===== config.mk =====
export PLATFORM = sky130hd
export DESIGN_NAME = iex_exec
export DESIGN_NICKNAME = d
export VERILOG_FILES = /design/src/hdl/iex_exec.v
export VERILOG_INCLUDE_DIRS = /design/src /design/src/include
export SDC_FILE = /design/constraint.sdc
export NUM_CORES = 1
export LEC_CHECK = 0
export BUFFER_PORTS_ARGS = -buffer_cell sky130_fd_sc_hd__buf_2
export CAP_MARGIN = 10
export CORE_ASPECT_RATIO = 0.9
export CORE_MARGIN = 4
export CORE_UTILIZATION = 45
export DETAILED_ROUTE_END_ITERATION = 8
export PLACE_DENSITY = 0.66
export SETUP_SLACK_MARGIN = 0.05
export SLEW_MARGIN = 20
export SYNTH_ARGS = -nofsm -noshare
export SYNTH_HDL_FRONTEND = slang
export SYNTH_SLANG_ARGS = --single-unit

===== constraint.sdc =====
create_clock -name clk_i -period 4.8 [get_ports clk_i]
set_input_delay 0.96 -clock clk_i [delete_from_list [all_inputs] [get_ports clk_i]]
set_output_delay 0.96 -clock clk_i [all_outputs]
set_load 0.05 [all_outputs]

===== src/include/iex_exec_regs.vh =====
// opcode, flag, cycle count and stack constants of the instruction execute unit
`ifndef IEX_EXEC_REGS_VH
`define IEX_EXEC_REGS_VH

// ----------------------------------------------------------------
// prefix and first-table opcodes
// ----------------------------------------------------------------
`define IEX_PREFIX_BYTE 8'h1f
`define IEX_OP_WSUB_WW 8'h28
`define IEX_OP_WSUB_WL 8'h29
`define IEX_OP_SWAP_D 8'hf0
`define IEX_OP_SWAP_P 8'hf1
`define IEX_OP_TCPL_FIRST 8'h62
`define IEX_OP_TCPL_LAST 8'h67
`define IEX_OP_WTCPL_WW 8'h68
`define IEX_OP_WTCPL_WL 8'h69
`define IEX_OP_TMSK_FIRST 8'h72
`define IEX_OP_TMSK_LAST 8'h77
`define IEX_OP_WTMSK_WW 8'h78
`define IEX_OP_WTMSK_WL 8'h79
`define IEX_OP_VCALL 8'hf2

// ----------------------------------------------------------------
// second-table opcodes (after the prefix byte)
// ----------------------------------------------------------------
`define IEX_OP2_PUSH_LIT 8'h70
`define IEX_OP2_CMPC_FIRST 8'ha2
`define IEX_OP2_CMPC_LAST 8'ha7
`define IEX_OP2_WCMPC_WW 8'ha8
`define IEX_OP2_WCMPC_WL 8'ha9
`define IEX_OP2_LSR_D 8'hc0
`define IEX_OP2_LSR_P 8'hc1
`define IEX_OP2_WLOAD 8'he8

// ----------------------------------------------------------------
// addressing form: low opcode nibble bits
// ----------------------------------------------------------------
`define IEX_FORM_SHORT_HI 3'h3
`define IEX_FORM_ODD_BIT 0

// ----------------------------------------------------------------
// flag byte bit positions
// ----------------------------------------------------------------
`define IEX_FLAG_C 7
`define IEX_FLAG_Z 6
`define IEX_FLAG_S 5
`define IEX_FLAG_V 4
`define IEX_FLAG_D 3
`define IEX_FLAG_H 2

// ----------------------------------------------------------------
// fetch and execute cycle counts
// ----------------------------------------------------------------
`define IEX_CYC_0 3'h0
`define IEX_CYC_1 3'h1
`define IEX_CYC_2 3'h2
`define IEX_CYC_3 3'h3
`define IEX_CYC_4 3'h4
`define IEX_CYC_5 3'h5
`define IEX_CYC_6 3'h6

// ----------------------------------------------------------------
// stack pointer steps and vector call and literal push write slots
// ----------------------------------------------------------------
`define IEX_SP_STEP1 16'h0001
`define IEX_SP_STEP2 16'h0002
`define IEX_SP_STEP3 16'h0003
`define IEX_SLOT_PCL 3'h5
`define IEX_SLOT_PCH 3'h4
`define IEX_SLOT_FLAGS 3'h3
`define IEX_SLOT_PUSH 3'h1

// ----------------------------------------------------------------
// misc
// ----------------------------------------------------------------
`define IEX_ZERO8 8'h00
`define IEX_ZERO16 16'h0000
`define IEX_ST_IDLE 1'b0
`define IEX_ST_EXEC 1'b1

`endif


===== src/hdl/iex_exec.v =====
// decode and execute unit for a subset of an 8-bit cpu instruction set
`timescale 1ns/1ps
`include "iex_exec_regs.vh"

module iex_exec (
  // clock and reset
  input wire clk_i,
  input wire rst_b_i,
  // instruction request
  input wire req_i,
  input wire prefix_i,
  input wire [7:0] opcode_i,
  input wire [15:0] dst_i,
  input wire [15:0] src_i,
  input wire [7:0] flags_i,
  input wire [15:0] pc_i,
  input wire [15:0] sp_i,
  input wire [15:0] vector_pc_i,
  // status
  output reg busy_o,
  output reg done_o,
  output reg illegal_o,
  output reg [2:0] fetch_cyc_o,
  output reg [2:0] exec_cyc_o,
  // write-back
  output reg [15:0] result_o,
  output reg dst_we_o,
  output reg word_we_o,
  output reg [7:0] flags_o,
  output reg flags_we_o,
  output reg [15:0] pc_o,
  output reg pc_we_o,
  output reg [15:0] sp_o,
  output reg sp_we_o,
  // stack memory write
  output reg mem_we_o,
  output reg [15:0] mem_addr_o,
  output reg [7:0] mem_data_o
);

  // ----------------------------------------------------------------
  // state
  // ----------------------------------------------------------------
  reg state_ff;
  reg [2:0] cnt_ff;
  reg vcall_ff;
  reg push_ff;
  reg dst_wr_ff;
  reg word_wr_ff;
  reg flg_wr_ff;
  reg [7:0] old_flags_ff;
  reg [15:0] old_pc_ff;

  // ----------------------------------------------------------------
  // decode
  // ----------------------------------------------------------------
  reg [15:0] nxt_res;
  reg [7:0] nxt_flags;
  reg [2:0] nxt_fcyc;
  reg [2:0] nxt_ecyc;
  reg nxt_legal;
  reg nxt_dst_wr;
  reg nxt_word_wr;
  reg nxt_flg_wr;
  reg nxt_vcall;
  reg nxt_push;
  reg [8:0] diff;
  reg [4:0] hdiff;
  reg [7:0] mask;
  wire [7:0] d = dst_i[7:0];
  wire [7:0] s = src_i[7:0];
  wire cin = flags_i[`IEX_FLAG_C];
  wire short_form = (opcode_i[3:1] == `IEX_FORM_SHORT_HI >> 1) ? 1'b1 : 1'b0;
  wire odd_form = opcode_i[`IEX_FORM_ODD_BIT];

  always @* begin
    nxt_res = `IEX_ZERO16;
    nxt_flags = flags_i;
    nxt_fcyc = `IEX_CYC_0;
    nxt_ecyc = `IEX_CYC_0;
    nxt_legal = 1'b1;
    nxt_dst_wr = 1'b0;
    nxt_word_wr = 1'b0;
    nxt_flg_wr = 1'b0;
    nxt_vcall = 1'b0;
    nxt_push = 1'b0;
    diff = {1'b0, d} - {1'b0, s};
    hdiff = {1'b0, d[3:0]} - {1'b0, s[3:0]};
    mask = d & s;
    if (prefix_i) begin
      if (opcode_i >= `IEX_OP2_CMPC_FIRST && opcode_i <= `IEX_OP2_WCMPC_WL) begin
        diff = {1'b0, d} - {1'b0, s} - {8'h00, cin};
        nxt_flg_wr = 1'b1;
        nxt_flags[`IEX_FLAG_C] = diff[8];
        nxt_flags[`IEX_FLAG_Z] = (diff[7:0] == `IEX_ZERO8) & flags_i[`IEX_FLAG_Z];
        nxt_flags[`IEX_FLAG_S] = diff[7];
        nxt_flags[`IEX_FLAG_V] = (d[7] ^ s[7]) & (diff[7] ^ d[7]);
        nxt_ecyc = odd_form ? `IEX_CYC_4 : `IEX_CYC_3;
        nxt_fcyc = short_form ? `IEX_CYC_3 : `IEX_CYC_4;
        if (opcode_i >= `IEX_OP2_WCMPC_WW) begin
          nxt_fcyc = `IEX_CYC_5;
          nxt_ecyc = `IEX_CYC_3;
        end
      end else if (opcode_i == `IEX_OP2_LSR_D || opcode_i == `IEX_OP2_LSR_P) begin
        nxt_res = {8'h00, 1'b0, d[7:1]};
        nxt_dst_wr = 1'b1;
        nxt_flg_wr = 1'b1;
        nxt_flags[`IEX_FLAG_C] = d[0];
        nxt_flags[`IEX_FLAG_Z] = (d[7:1] == 7'h00);
        nxt_flags[`IEX_FLAG_S] = 1'b0;
        nxt_flags[`IEX_FLAG_V] = 1'b0;
        nxt_fcyc = `IEX_CYC_3;
        nxt_ecyc = odd_form ? `IEX_CYC_3 : `IEX_CYC_2;
      end else if (opcode_i == `IEX_OP2_PUSH_LIT) begin
        nxt_push = 1'b1;
        nxt_fcyc = `IEX_CYC_3;
        nxt_ecyc = `IEX_CYC_2;
      end else if (opcode_i == `IEX_OP2_WLOAD) begin
        nxt_res = src_i;
        nxt_word_wr = 1'b1;
        nxt_fcyc = `IEX_CYC_5;
        nxt_ecyc = `IEX_CYC_4;
      end else begin
        nxt_legal = 1'b0;
      end
    end else if (opcode_i == `IEX_OP_WSUB_WW || opcode_i == `IEX_OP_WSUB_WL) begin
      nxt_res = {8'h00, diff[7:0]};
      nxt_dst_wr = 1'b1;
      nxt_flg_wr = 1'b1;
      nxt_fcyc = `IEX_CYC_4;
      nxt_ecyc = `IEX_CYC_3;
      nxt_flags[`IEX_FLAG_C] = diff[8];
      nxt_flags[`IEX_FLAG_Z] = (diff[7:0] == `IEX_ZERO8);
      nxt_flags[`IEX_FLAG_S] = diff[7];
      nxt_flags[`IEX_FLAG_V] = (d[7] ^ s[7]) & (diff[7] ^ d[7]);
      nxt_flags[`IEX_FLAG_D] = 1'b1;
      nxt_flags[`IEX_FLAG_H] = hdiff[4];
    end else if (opcode_i == `IEX_OP_SWAP_D || opcode_i == `IEX_OP_SWAP_P) begin
      nxt_res = {8'h00, d[3:0], d[7:4]};
      nxt_dst_wr = 1'b1;
      nxt_flg_wr = 1'b1;
      nxt_fcyc = `IEX_CYC_2;
      nxt_ecyc = odd_form ? `IEX_CYC_3 : `IEX_CYC_2;
      nxt_flags[`IEX_FLAG_Z] = (d == `IEX_ZERO8);
      nxt_flags[`IEX_FLAG_S] = d[3];
      nxt_flags[`IEX_FLAG_C] = flags_i[`IEX_FLAG_C];
    end else if ((opcode_i >= `IEX_OP_TCPL_FIRST && opcode_i <= `IEX_OP_WTCPL_WL) ||
                 (opcode_i >= `IEX_OP_TMSK_FIRST && opcode_i <= `IEX_OP_WTMSK_WL)) begin
      mask = (opcode_i <= `IEX_OP_WTCPL_WL) ? (~d & s) : (d & s);
      nxt_flg_wr = 1'b1;
      nxt_flags[`IEX_FLAG_Z] = (mask == `IEX_ZERO8);
      nxt_flags[`IEX_FLAG_S] = mask[7];
      nxt_flags[`IEX_FLAG_V] = 1'b0;
      nxt_dst_wr = 1'b0;
      nxt_ecyc = odd_form ? `IEX_CYC_4 : `IEX_CYC_3;
      nxt_fcyc = short_form ? `IEX_CYC_2 : `IEX_CYC_3;
      if (opcode_i[3]) begin
        nxt_fcyc = `IEX_CYC_4;
        nxt_ecyc = `IEX_CYC_3;
      end
    end else if (opcode_i == `IEX_OP_VCALL) begin
      nxt_vcall = 1'b1;
      nxt_fcyc = `IEX_CYC_2;
      nxt_ecyc = `IEX_CYC_6;
    end else begin
      nxt_legal = 1'b0;
    end
  end

  // ----------------------------------------------------------------
  // sequencer
  // ----------------------------------------------------------------
  wire accept = (state_ff == `IEX_ST_IDLE) & req_i;
  wire finish = (state_ff == `IEX_ST_EXEC) & (cnt_ff == `IEX_CYC_0);

  always @(posedge clk_i or negedge rst_b_i) begin
    if (!rst_b_i) begin
      state_ff <= `IEX_ST_IDLE;
      cnt_ff <= `IEX_CYC_0;
      vcall_ff <= 1'b0;
      push_ff <= 1'b0;
      dst_wr_ff <= 1'b0;
      word_wr_ff <= 1'b0;
      flg_wr_ff <= 1'b0;
      old_flags_ff <= `IEX_ZERO8;
      old_pc_ff <= `IEX_ZERO16;
      busy_o <= 1'b0;
      done_o <= 1'b0;
      illegal_o <= 1'b0;
      fetch_cyc_o <= `IEX_CYC_0;
      exec_cyc_o <= `IEX_CYC_0;
      result_o <= `IEX_ZERO16;
      dst_we_o <= 1'b0;
      word_we_o <= 1'b0;
      flags_o <= `IEX_ZERO8;
      flags_we_o <= 1'b0;
      pc_o <= `IEX_ZERO16;
      pc_we_o <= 1'b0;
      sp_o <= `IEX_ZERO16;
      sp_we_o <= 1'b0;
      mem_we_o <= 1'b0;
      mem_addr_o <= `IEX_ZERO16;
      mem_data_o <= `IEX_ZERO8;
    end else begin
      done_o <= finish;
      dst_we_o <= finish & dst_wr_ff;
      word_we_o <= finish & word_wr_ff;
      flags_we_o <= finish & flg_wr_ff;
      pc_we_o <= finish & vcall_ff;
      sp_we_o <= finish & (vcall_ff | push_ff);
      mem_we_o <= 1'b0;
      if (accept && nxt_legal) begin
        state_ff <= `IEX_ST_EXEC;
        busy_o <= 1'b1;
        illegal_o <= 1'b0;
        cnt_ff <= nxt_ecyc - `IEX_CYC_1;
        vcall_ff <= nxt_vcall;
        push_ff <= nxt_push;
        dst_wr_ff <= nxt_dst_wr;
        word_wr_ff <= nxt_word_wr;
        flg_wr_ff <= nxt_flg_wr;
        old_flags_ff <= flags_i;
        old_pc_ff <= pc_i;
        fetch_cyc_o <= nxt_fcyc;
        exec_cyc_o <= nxt_ecyc;
        result_o <= nxt_res;
        flags_o <= nxt_flags;
        pc_o <= vector_pc_i;
        sp_o <= nxt_vcall ? (sp_i - `IEX_SP_STEP3) : (sp_i - `IEX_SP_STEP1);
        mem_data_o <= s;
      end else if (accept) begin
        illegal_o <= 1'b1;
      end else if (state_ff == `IEX_ST_EXEC) begin
        cnt_ff <= cnt_ff - `IEX_CYC_1;
        // stack writes of the vector call and the literal push
        if (vcall_ff && cnt_ff == `IEX_SLOT_PCL) begin
          mem_we_o <= 1'b1;
          mem_addr_o <= sp_o + `IEX_SP_STEP2;
          mem_data_o <= old_pc_ff[7:0];
        end else if (vcall_ff && cnt_ff == `IEX_SLOT_PCH) begin
          mem_we_o <= 1'b1;
          mem_addr_o <= sp_o + `IEX_SP_STEP1;
          mem_data_o <= old_pc_ff[15:8];
        end else if (vcall_ff && cnt_ff == `IEX_SLOT_FLAGS) begin
          mem_we_o <= 1'b1;
          mem_addr_o <= sp_o;
          mem_data_o <= old_flags_ff;
        end else if (push_ff && cnt_ff == `IEX_SLOT_PUSH) begin
          mem_we_o <= 1'b1;
          mem_addr_o <= sp_o;
        end
        if (finish) begin
          state_ff <= `IEX_ST_IDLE;
          busy_o <= 1'b0;
        end
      end
    end
  end

endmodule // iex_exec


==> reports/results.tsv, run 1 <==
metric	value	unit
Max rail drop VDD	0.0003769	V
max cap viols	0	
kind of start point of the critical path	input port	
Min Clock Period, post-route	3.371	ns
clock buffer depth	2	
worst path bufs/invs	1	
CTS Buf Count	17	
required time worst endpoint	5.07	ns
H-tree depth	4	
Synthesis Warnings	0	
met2 usage in global routing	33.52	%
worst r2r path cells	8	
sequential fraction of the synthesis area	43.39	%
Cell Area, Synth	0.007267	mm²
GR Layer Usage met1	33.48	%
Post-synth EDFFs	0	
Critical-path top delay cell	a211oi_1	
Avg WL per Cell	17.26	µm
#FFs+latches synth	126	
RR Startpoint	cnt_ff[0]	
Post-DP Area	0.008265	mm²
crit end category	flip-flop	
max_slew headroom	40.03	%
placed insts	1185	
post-CTS setup buffers	0	
Clock transition at path regs	0.06	ns
final hold vios	0	
syn_area_per_cell	8.713	µm²
aggregate global-route resource usage	22.88	%
Worst EP arrival	3.64	ns
die area	0.01825	mm²
top_reg_cell synth	dfrtp_1	
layer with the highest usage	met2	
Core ar.	0.01560	mm²
vias per cell	5.553	
initial DRC count	578	
Top Family by Delay on Critical Path	simple AND/OR/NAND/NOR gates	
max-slew violations	0	
outcome	completed	
IO Pins	195	
hold_buf cts	0	
most frequent cells in the layout	nand2_1, buf_2, dfrtp_1	
routability cong.	0.9851	
RSZ-0062 raised after global routing	false	
crit share post-route	70.22	%
Setup CP Type	input port to flip-flop	
clock skew	0.006528	ns
ANT cells	0	
fraction of layout instances using a drive strength above 1	24.41	%
async set-reset flop share out of synthesis	100.0	%
fin util	56.83	%
# nets final	1122	
Worst-Margin Slew	0.8976	ns
CTS tree	done	
grt ovf	0	
first-pass GRT wire length	33.12	mm
residual DRC count	0	
Die Ht	128.6	µm
Post-Route WL	21.02	mm
commonest non-fill, non-tap cell in the layout	nand2_1	
post-route cell area	0.008867	mm²
Synth cell types	81	
Hold WC Path Type	flip-flop to flip-flop	
site row count	43	
Overall Power	5.182	mW
post-synthesis cell count	834	
initial antenna violation count	0	
worst stage delay on the critical path	0.45	ns
# port buffers	186	
worst setup path endpoint	sp_o[13]	
final std cells w/o fill	1218	
routed vias	6763	
post-DP HPWL	15.61	mm
Lkg Pwr	4.183	nW
CP most frequent cell	nor2_1	
CTS root buf	clkbuf_16	
worst skew pair latency	0.41	ns
largest net degree at the start of global routing	69	
met3 global-route usage	5.834	%
path length in cells of the critical path	11	
vias in the first global route	6273	
post-cts resize count	0	
antenna viol nets, final	0	
worst r2r dst	mem_addr_o[14]	
sum of negative setup slack	0	ns
Area growth syn-to-layout	22.02	%
CTS sink count	126	
Pwr Density	584.4	mW/mm²
reg-to-reg slack, setup	2.06	ns
# setup viols final	0	
critical path startpoint	opcode_i[3]	
drt pass-1 iters	6	
Hold Path Depth	2	
crit path max fanout	20	
Max Fclk	296.7	MHz
Syn Nets	953	
Die X	142.0	µm
Initial Util	46.58	%
CP cell instances	buf_2 -> or3_4 -> nor2_1 -> nor2_1 -> nand2_1 -> ha_1 -> a211oi_1 -> nand3_1 -> nor3_1 -> xnor2_1 -> o21ai_0	
-- power breakdown --
| group | internal (mW) | switching, mW |
|---|---|---|
| clock | 0.803 | 0.453 |
| sequential | 1.44 | 0.301 |
| combinational | 0.587 | 1.60 |
| total | 2.83 | 2.36 |
-- worst min path at each step --
stage                     to           from
2_1_floorplan   old_pc_ff[0]   old_pc_ff[0]
3_3_place_gp         pc_o[2]        pc_o[2]
3_5_place_dp    old_pc_ff[6]   old_pc_ff[6]
4_1_cts        exec_cyc_o[2]  exec_cyc_o[2]
5_1_grt          result_o[2]    result_o[2]
6_report            pc_o[13]       pc_o[13]
-- final cells by class --
| type | instances | area [µm²] |
|---|---|---|
| fillers | 1482 | 6735 |
| multi-input cells | 640 | 3784 |
| flip-flops and latches | 126 | 3153 |
| repair buffers | 194 | 1001 |
| clock buffers | 22 | 474.2 |
| well taps | 202 | 252.7 |
| clock inverters | 10 | 112.6 |
| inverters | 24 | 90.09 |
-- worst register-to-register path, delay by kind of cell (launching register included) --
family | cells | cell delay (ns)
buffers and inverters | 1 | 0.13
AND/OR/NAND/NOR | 3 | 0.64
flip-flops | 1 | 0.40
adder cells (fa/ha/maj) | 1 | 0.70
XOR/XNOR | 1 | 0.16
AO/OA/AOI/OAI | 2 | 0.63
-- synthesized netlist by cell type (5+ instances only) --
library cell  number  area share, %
a211oi_1          12            1.2
a21oi_1           41            2.8
a221oi_1           8           0.96
a31oi_1           10           0.86
a32o_1             6           0.83
and2_1             7           0.60
buf_2             11           0.76
buf_6              8            1.2
clkbuf_1          21            1.1
dfrtp_1          126             43
ha_1              17            2.9
inv_1             23            1.2
nand2_1          190            9.8
nand3_1           24            1.7
nand3b_1           9           0.93
nand4_1           11           0.95
nor2_1            75            3.9
nor3_1            12           0.83
nor4_1             8           0.69
o211ai_1           5           0.52
o21a_1            11            1.1
o21ai_0           44            3.0
o21ai_1            7           0.48
o22ai_1            9           0.77
xnor2_1           24            2.9
xor2_1            15            1.8
-- kinds of logic (layout without fill, tap and decap cells) --
group / count (synthesis) / after routing / synth area share, %
compound gates: 200 / 200 / 18.77
xor+xnor: 39 / 39 / 4.700
fa+ha+maj: 19 / 19 / 3.478
buf+inv: 68 / 250 / 4.735
flops: 126 / 126 / 43.39
mux: 4 / 4 / 0.5682
simple gates: 378 / 378 / 24.36
-- metal layers --
metal | part of all wire [%] | vias to the layer above | routed length [µm]
met5 | 0 | - | 0
met3 | 8.4 | 26 | 1761
li1 | - | 3295 | -
met2 | 45 | 283 | 9411
met4 | 1.5 | 0 | 323
met1 | 45 | 3159 | 9524
-- sequential cells by signal (all words and copies together), names as in the netlist, 3 cells and up --
name          count
mem_data_o        8
old_flags_ff      6
old_pc_ff        16
cnt_ff            3
sp_o             16
fetch_cyc_o       3
mem_addr_o       16
exec_cyc_o        3
flags_o           8
pc_o             16
result_o         16
-- stage by stage --
step | hold slack [ns] | setup WS [ns]
final | 0.4659 | 1.429
after global routing | 0.4859 | 1.224
after CTS | 0.4709 | 1.464
after detailed placement | 0.4562 | 1.023
after global placement | 0.4531 | 1.074
after floorplan | 0.4368 | 1.558
(Power assumes the default switching activity.)
==> inputs of run 2 (changes only) <==
==> constraint.sdc (replaced) <==
create_clock -name clk_i -period 3.15 [get_ports clk_i]
set_input_delay 0.63 -clock clk_i [delete_from_list [all_inputs] [get_ports clk_i]]
set_output_delay 0.63 -clock clk_i [all_outputs]
set_load 0.05 [all_outputs]
==> run 2 against run 1 <==
Effect of this change:
- critical path depth decreased by 1
- count of clock-buffer cells in the layout unchanged
- worst hold slack got worse by 0.21 ns
- die area unchanged
- utilization increased by 2.2 points
- total power increased by 58%
- via count increased by 3.1%
- register-to-register slack got worse by 1.2 ns
==> reports/results.tsv, run 2 (synthesized netlist as in run 1, its figures left out) <==
metric	value	unit	change
outcome	completed		
Post-Route WL	21.63	mm	+2.9%
most frequent cells in the layout	nand2_1, buf_2, dfrtp_1		
RR Startpoint	cnt_ff[1]		
CTS tree	done		
crit path max fanout	9		-55%
clock share of power	25.9	%	+1.7 points
CTS sink count	126		unchanged
vias per cell	5.580		+0.49%
Initial Util	46.58	%	unchanged
antenna viol nets, final	0		unchanged
Min Clock Period, post-route	2.656	ns	
clock skew	0.005558	ns	-0.0009702 ns
Top Family by Delay on Critical Path	simple AND/OR/NAND/NOR gates		
Max Fclk	376.5	MHz	
Post-Place Setup Slack	0.06178	ns	-0.9611 ns
internal power	4.540	mW	+61%
worst skew pair latency	0.42	ns	about the same
worst path bufs/invs	1		unchanged
routability cong.	1.012		+2.7%
fraction of layout instances using a drive strength above 1	26.81	%	+2.4 points
Core ar.	0.01560	mm²	unchanged
# port buffers	186		unchanged
IO Pins	195		unchanged
worst r2r path cells	9		+1
Critical-path top delay cell	or3b_4		
post-route cell area	0.009206	mm²	+3.8%
Max rail drop VDD	0.0005516	V	+46%
Setup CP Type	input port to flip-flop		
initial DRC count	699		+21%
Area growth syn-to-layout	26.69	%	
site row count	43		unchanged
# nets final	1154		+2.9%
drt pass-1 iters	6		unchanged
grt ovf	0		unchanged
Worst Setup Slack, final	0.4939	ns	-0.9355 ns
CP most frequent cell	nor3_1		
critical path startpoint	opcode_i[2]		
clock buffer depth	2		unchanged
Worst EP arrival	2.94	ns	-0.70 ns
Lkg Pwr	4.383	nW	+4.8%
worst r2r dst	mem_addr_o[14]		
H-tree depth	4		unchanged
Clock transition at path regs	0.05	ns	about the same
required time worst endpoint	3.44	ns	-1.63 ns
Sequential Power Share	32.5	%	-1.0 points
# setup viols final	0		unchanged
largest net degree at the start of global routing	66		-4.3%
post-CTS setup buffers	0		unchanged
Post-DP Area	0.008563	mm²	+3.6%
hold_buf cts	0		unchanged
residual DRC count	0		unchanged
Net Sw Frac	44.53	%	-0.94 points
sum of negative setup slack	0	ns	unchanged
RSZ-0062 raised after global routing	false		
final hold vios	0		unchanged
post-DP HPWL	16.06	mm	+2.9%
Avg WL per Cell	17.30	µm	+0.24%
Net Switching	3.645	mW	+55%
commonest non-fill, non-tap cell in the layout	nand2_1		
Die X	142.0	µm	unchanged
CP cell instances	buf_2 -> or3b_4 -> nor3_1 -> nand2_1 -> ha_1 -> a211oi_1 -> nand3_1 -> nor3_1 -> xnor2_1 -> o21ai_0		
die area	0.01825	mm²	unchanged
max_slew headroom	37.48	%	-2.6 points
ANT cells	0		unchanged
max cap viols	0		unchanged
fill count	1437		-3.0%
routed vias	6975		+3.1%
Pwr Density	889.0	mW/mm²	+52%
Overall Power	8.184	mW	+58%
reg-to-reg slack, setup	0.90	ns	-1.16 ns
first-pass GRT wire length	34.70	mm	+4.8%
vias in the first global route	6577		+4.8%
CTS root buf	clkbuf_16		
max-slew violations	0		unchanged
aggregate global-route resource usage	23.83	%	+0.95 points
CTS Buf Count	17		unchanged
post-cts resize count	0		unchanged
initial antenna violation count	0		unchanged
crit end category	flip-flop		
Hold WC Path Type	input port to asynchronous set/reset pin		
crit share post-route	84.32	%	
Die Ht	128.6	µm	unchanged
kind of start point of the critical path	input port		
Gate power share	41.6	%	-0.6 points
Worst-Margin Slew	0.9358	ns	+0.03820 ns
worst stage delay on the critical path	0.43	ns	-0.02 ns
run 2: changes by cell type in the layout (fill, tap and decap cells not counted), sizes merged:
cell    before  now
buf        194  226
bufinv       2    4
clkinv       7    5
run 2: how the worst max path moves through the flow:
| stage | end | slack, ns | cells past startpoint |
|---|---|---|---|
| floorplan | sp_o[13] | 0.24 | 11 |
| finish | sp_o[13] | 0.49 | 10 |
| CTS | sp_o[13] | 0.50 | 10 |
| global route | sp_o[13] | 0.26 | 10 |
| global placement | sp_o[13] | 0.06 | 10 |
| detailed placement | sp_o[13] | 0.06 | 10 |
run 2: power groups by stage:
stage	registers [mW]	clock network, mW	logic [mW]
4_1_cts	2.66	2.15	3.43
3_5_place_dp	2.68	0	3.40
5_1_grt	2.74	2.24	3.68
3_3_place_gp	2.66	0	3.37
6_report	2.66	2.12	3.41
2_1_floorplan	3.89	0	1.24
run 2: worst reg2reg max path: cells and delay by family (launching register included):
kind                     cells  cell delay [ns]
AND/OR/NAND/NOR              3             0.61
AO/OA/AOI/OAI                2             0.57
flip-flops                   1             0.35
buffers and inverters        2             0.29
adder cells (fa/ha/maj)      1             0.20
XOR/XNOR                     1             0.16
run 2: stage by stage:
stage	instances	util (%)	hold slack, ns
floorplan	834	-	0.3344
global placement	1218	54.88	0.4524
detailed placement	1218	54.88	0.4517
CTS	1250	59.01	0.2930
global route	1250	59.01	0.3282
finish	1250	59.01	0.2594
run 2: area by class of cell:
class                   count  area (µm²)  area share (%)
repair buffers            226        1284           13.94
clock inverters            10       158.9           1.726
multi-input cells         640        3784           41.10
inverters                  24       90.09          0.9785
flip-flops and latches    126        3153           34.25
well taps                 202       252.7           2.745
clock buffers              22       484.2           5.260
run 2: layer usage:
layer | wire (µm) | up-vias | GRT usage [%]
li1 | - | 3374 | -
met1 | 9506 | 3259 | 34.36
met2 | 9561 | 294 | 35.11
met3 | 2038 | 48 | 6.540
met4 | 518 | 0 | 7.280
met5 | 0 | - | 0
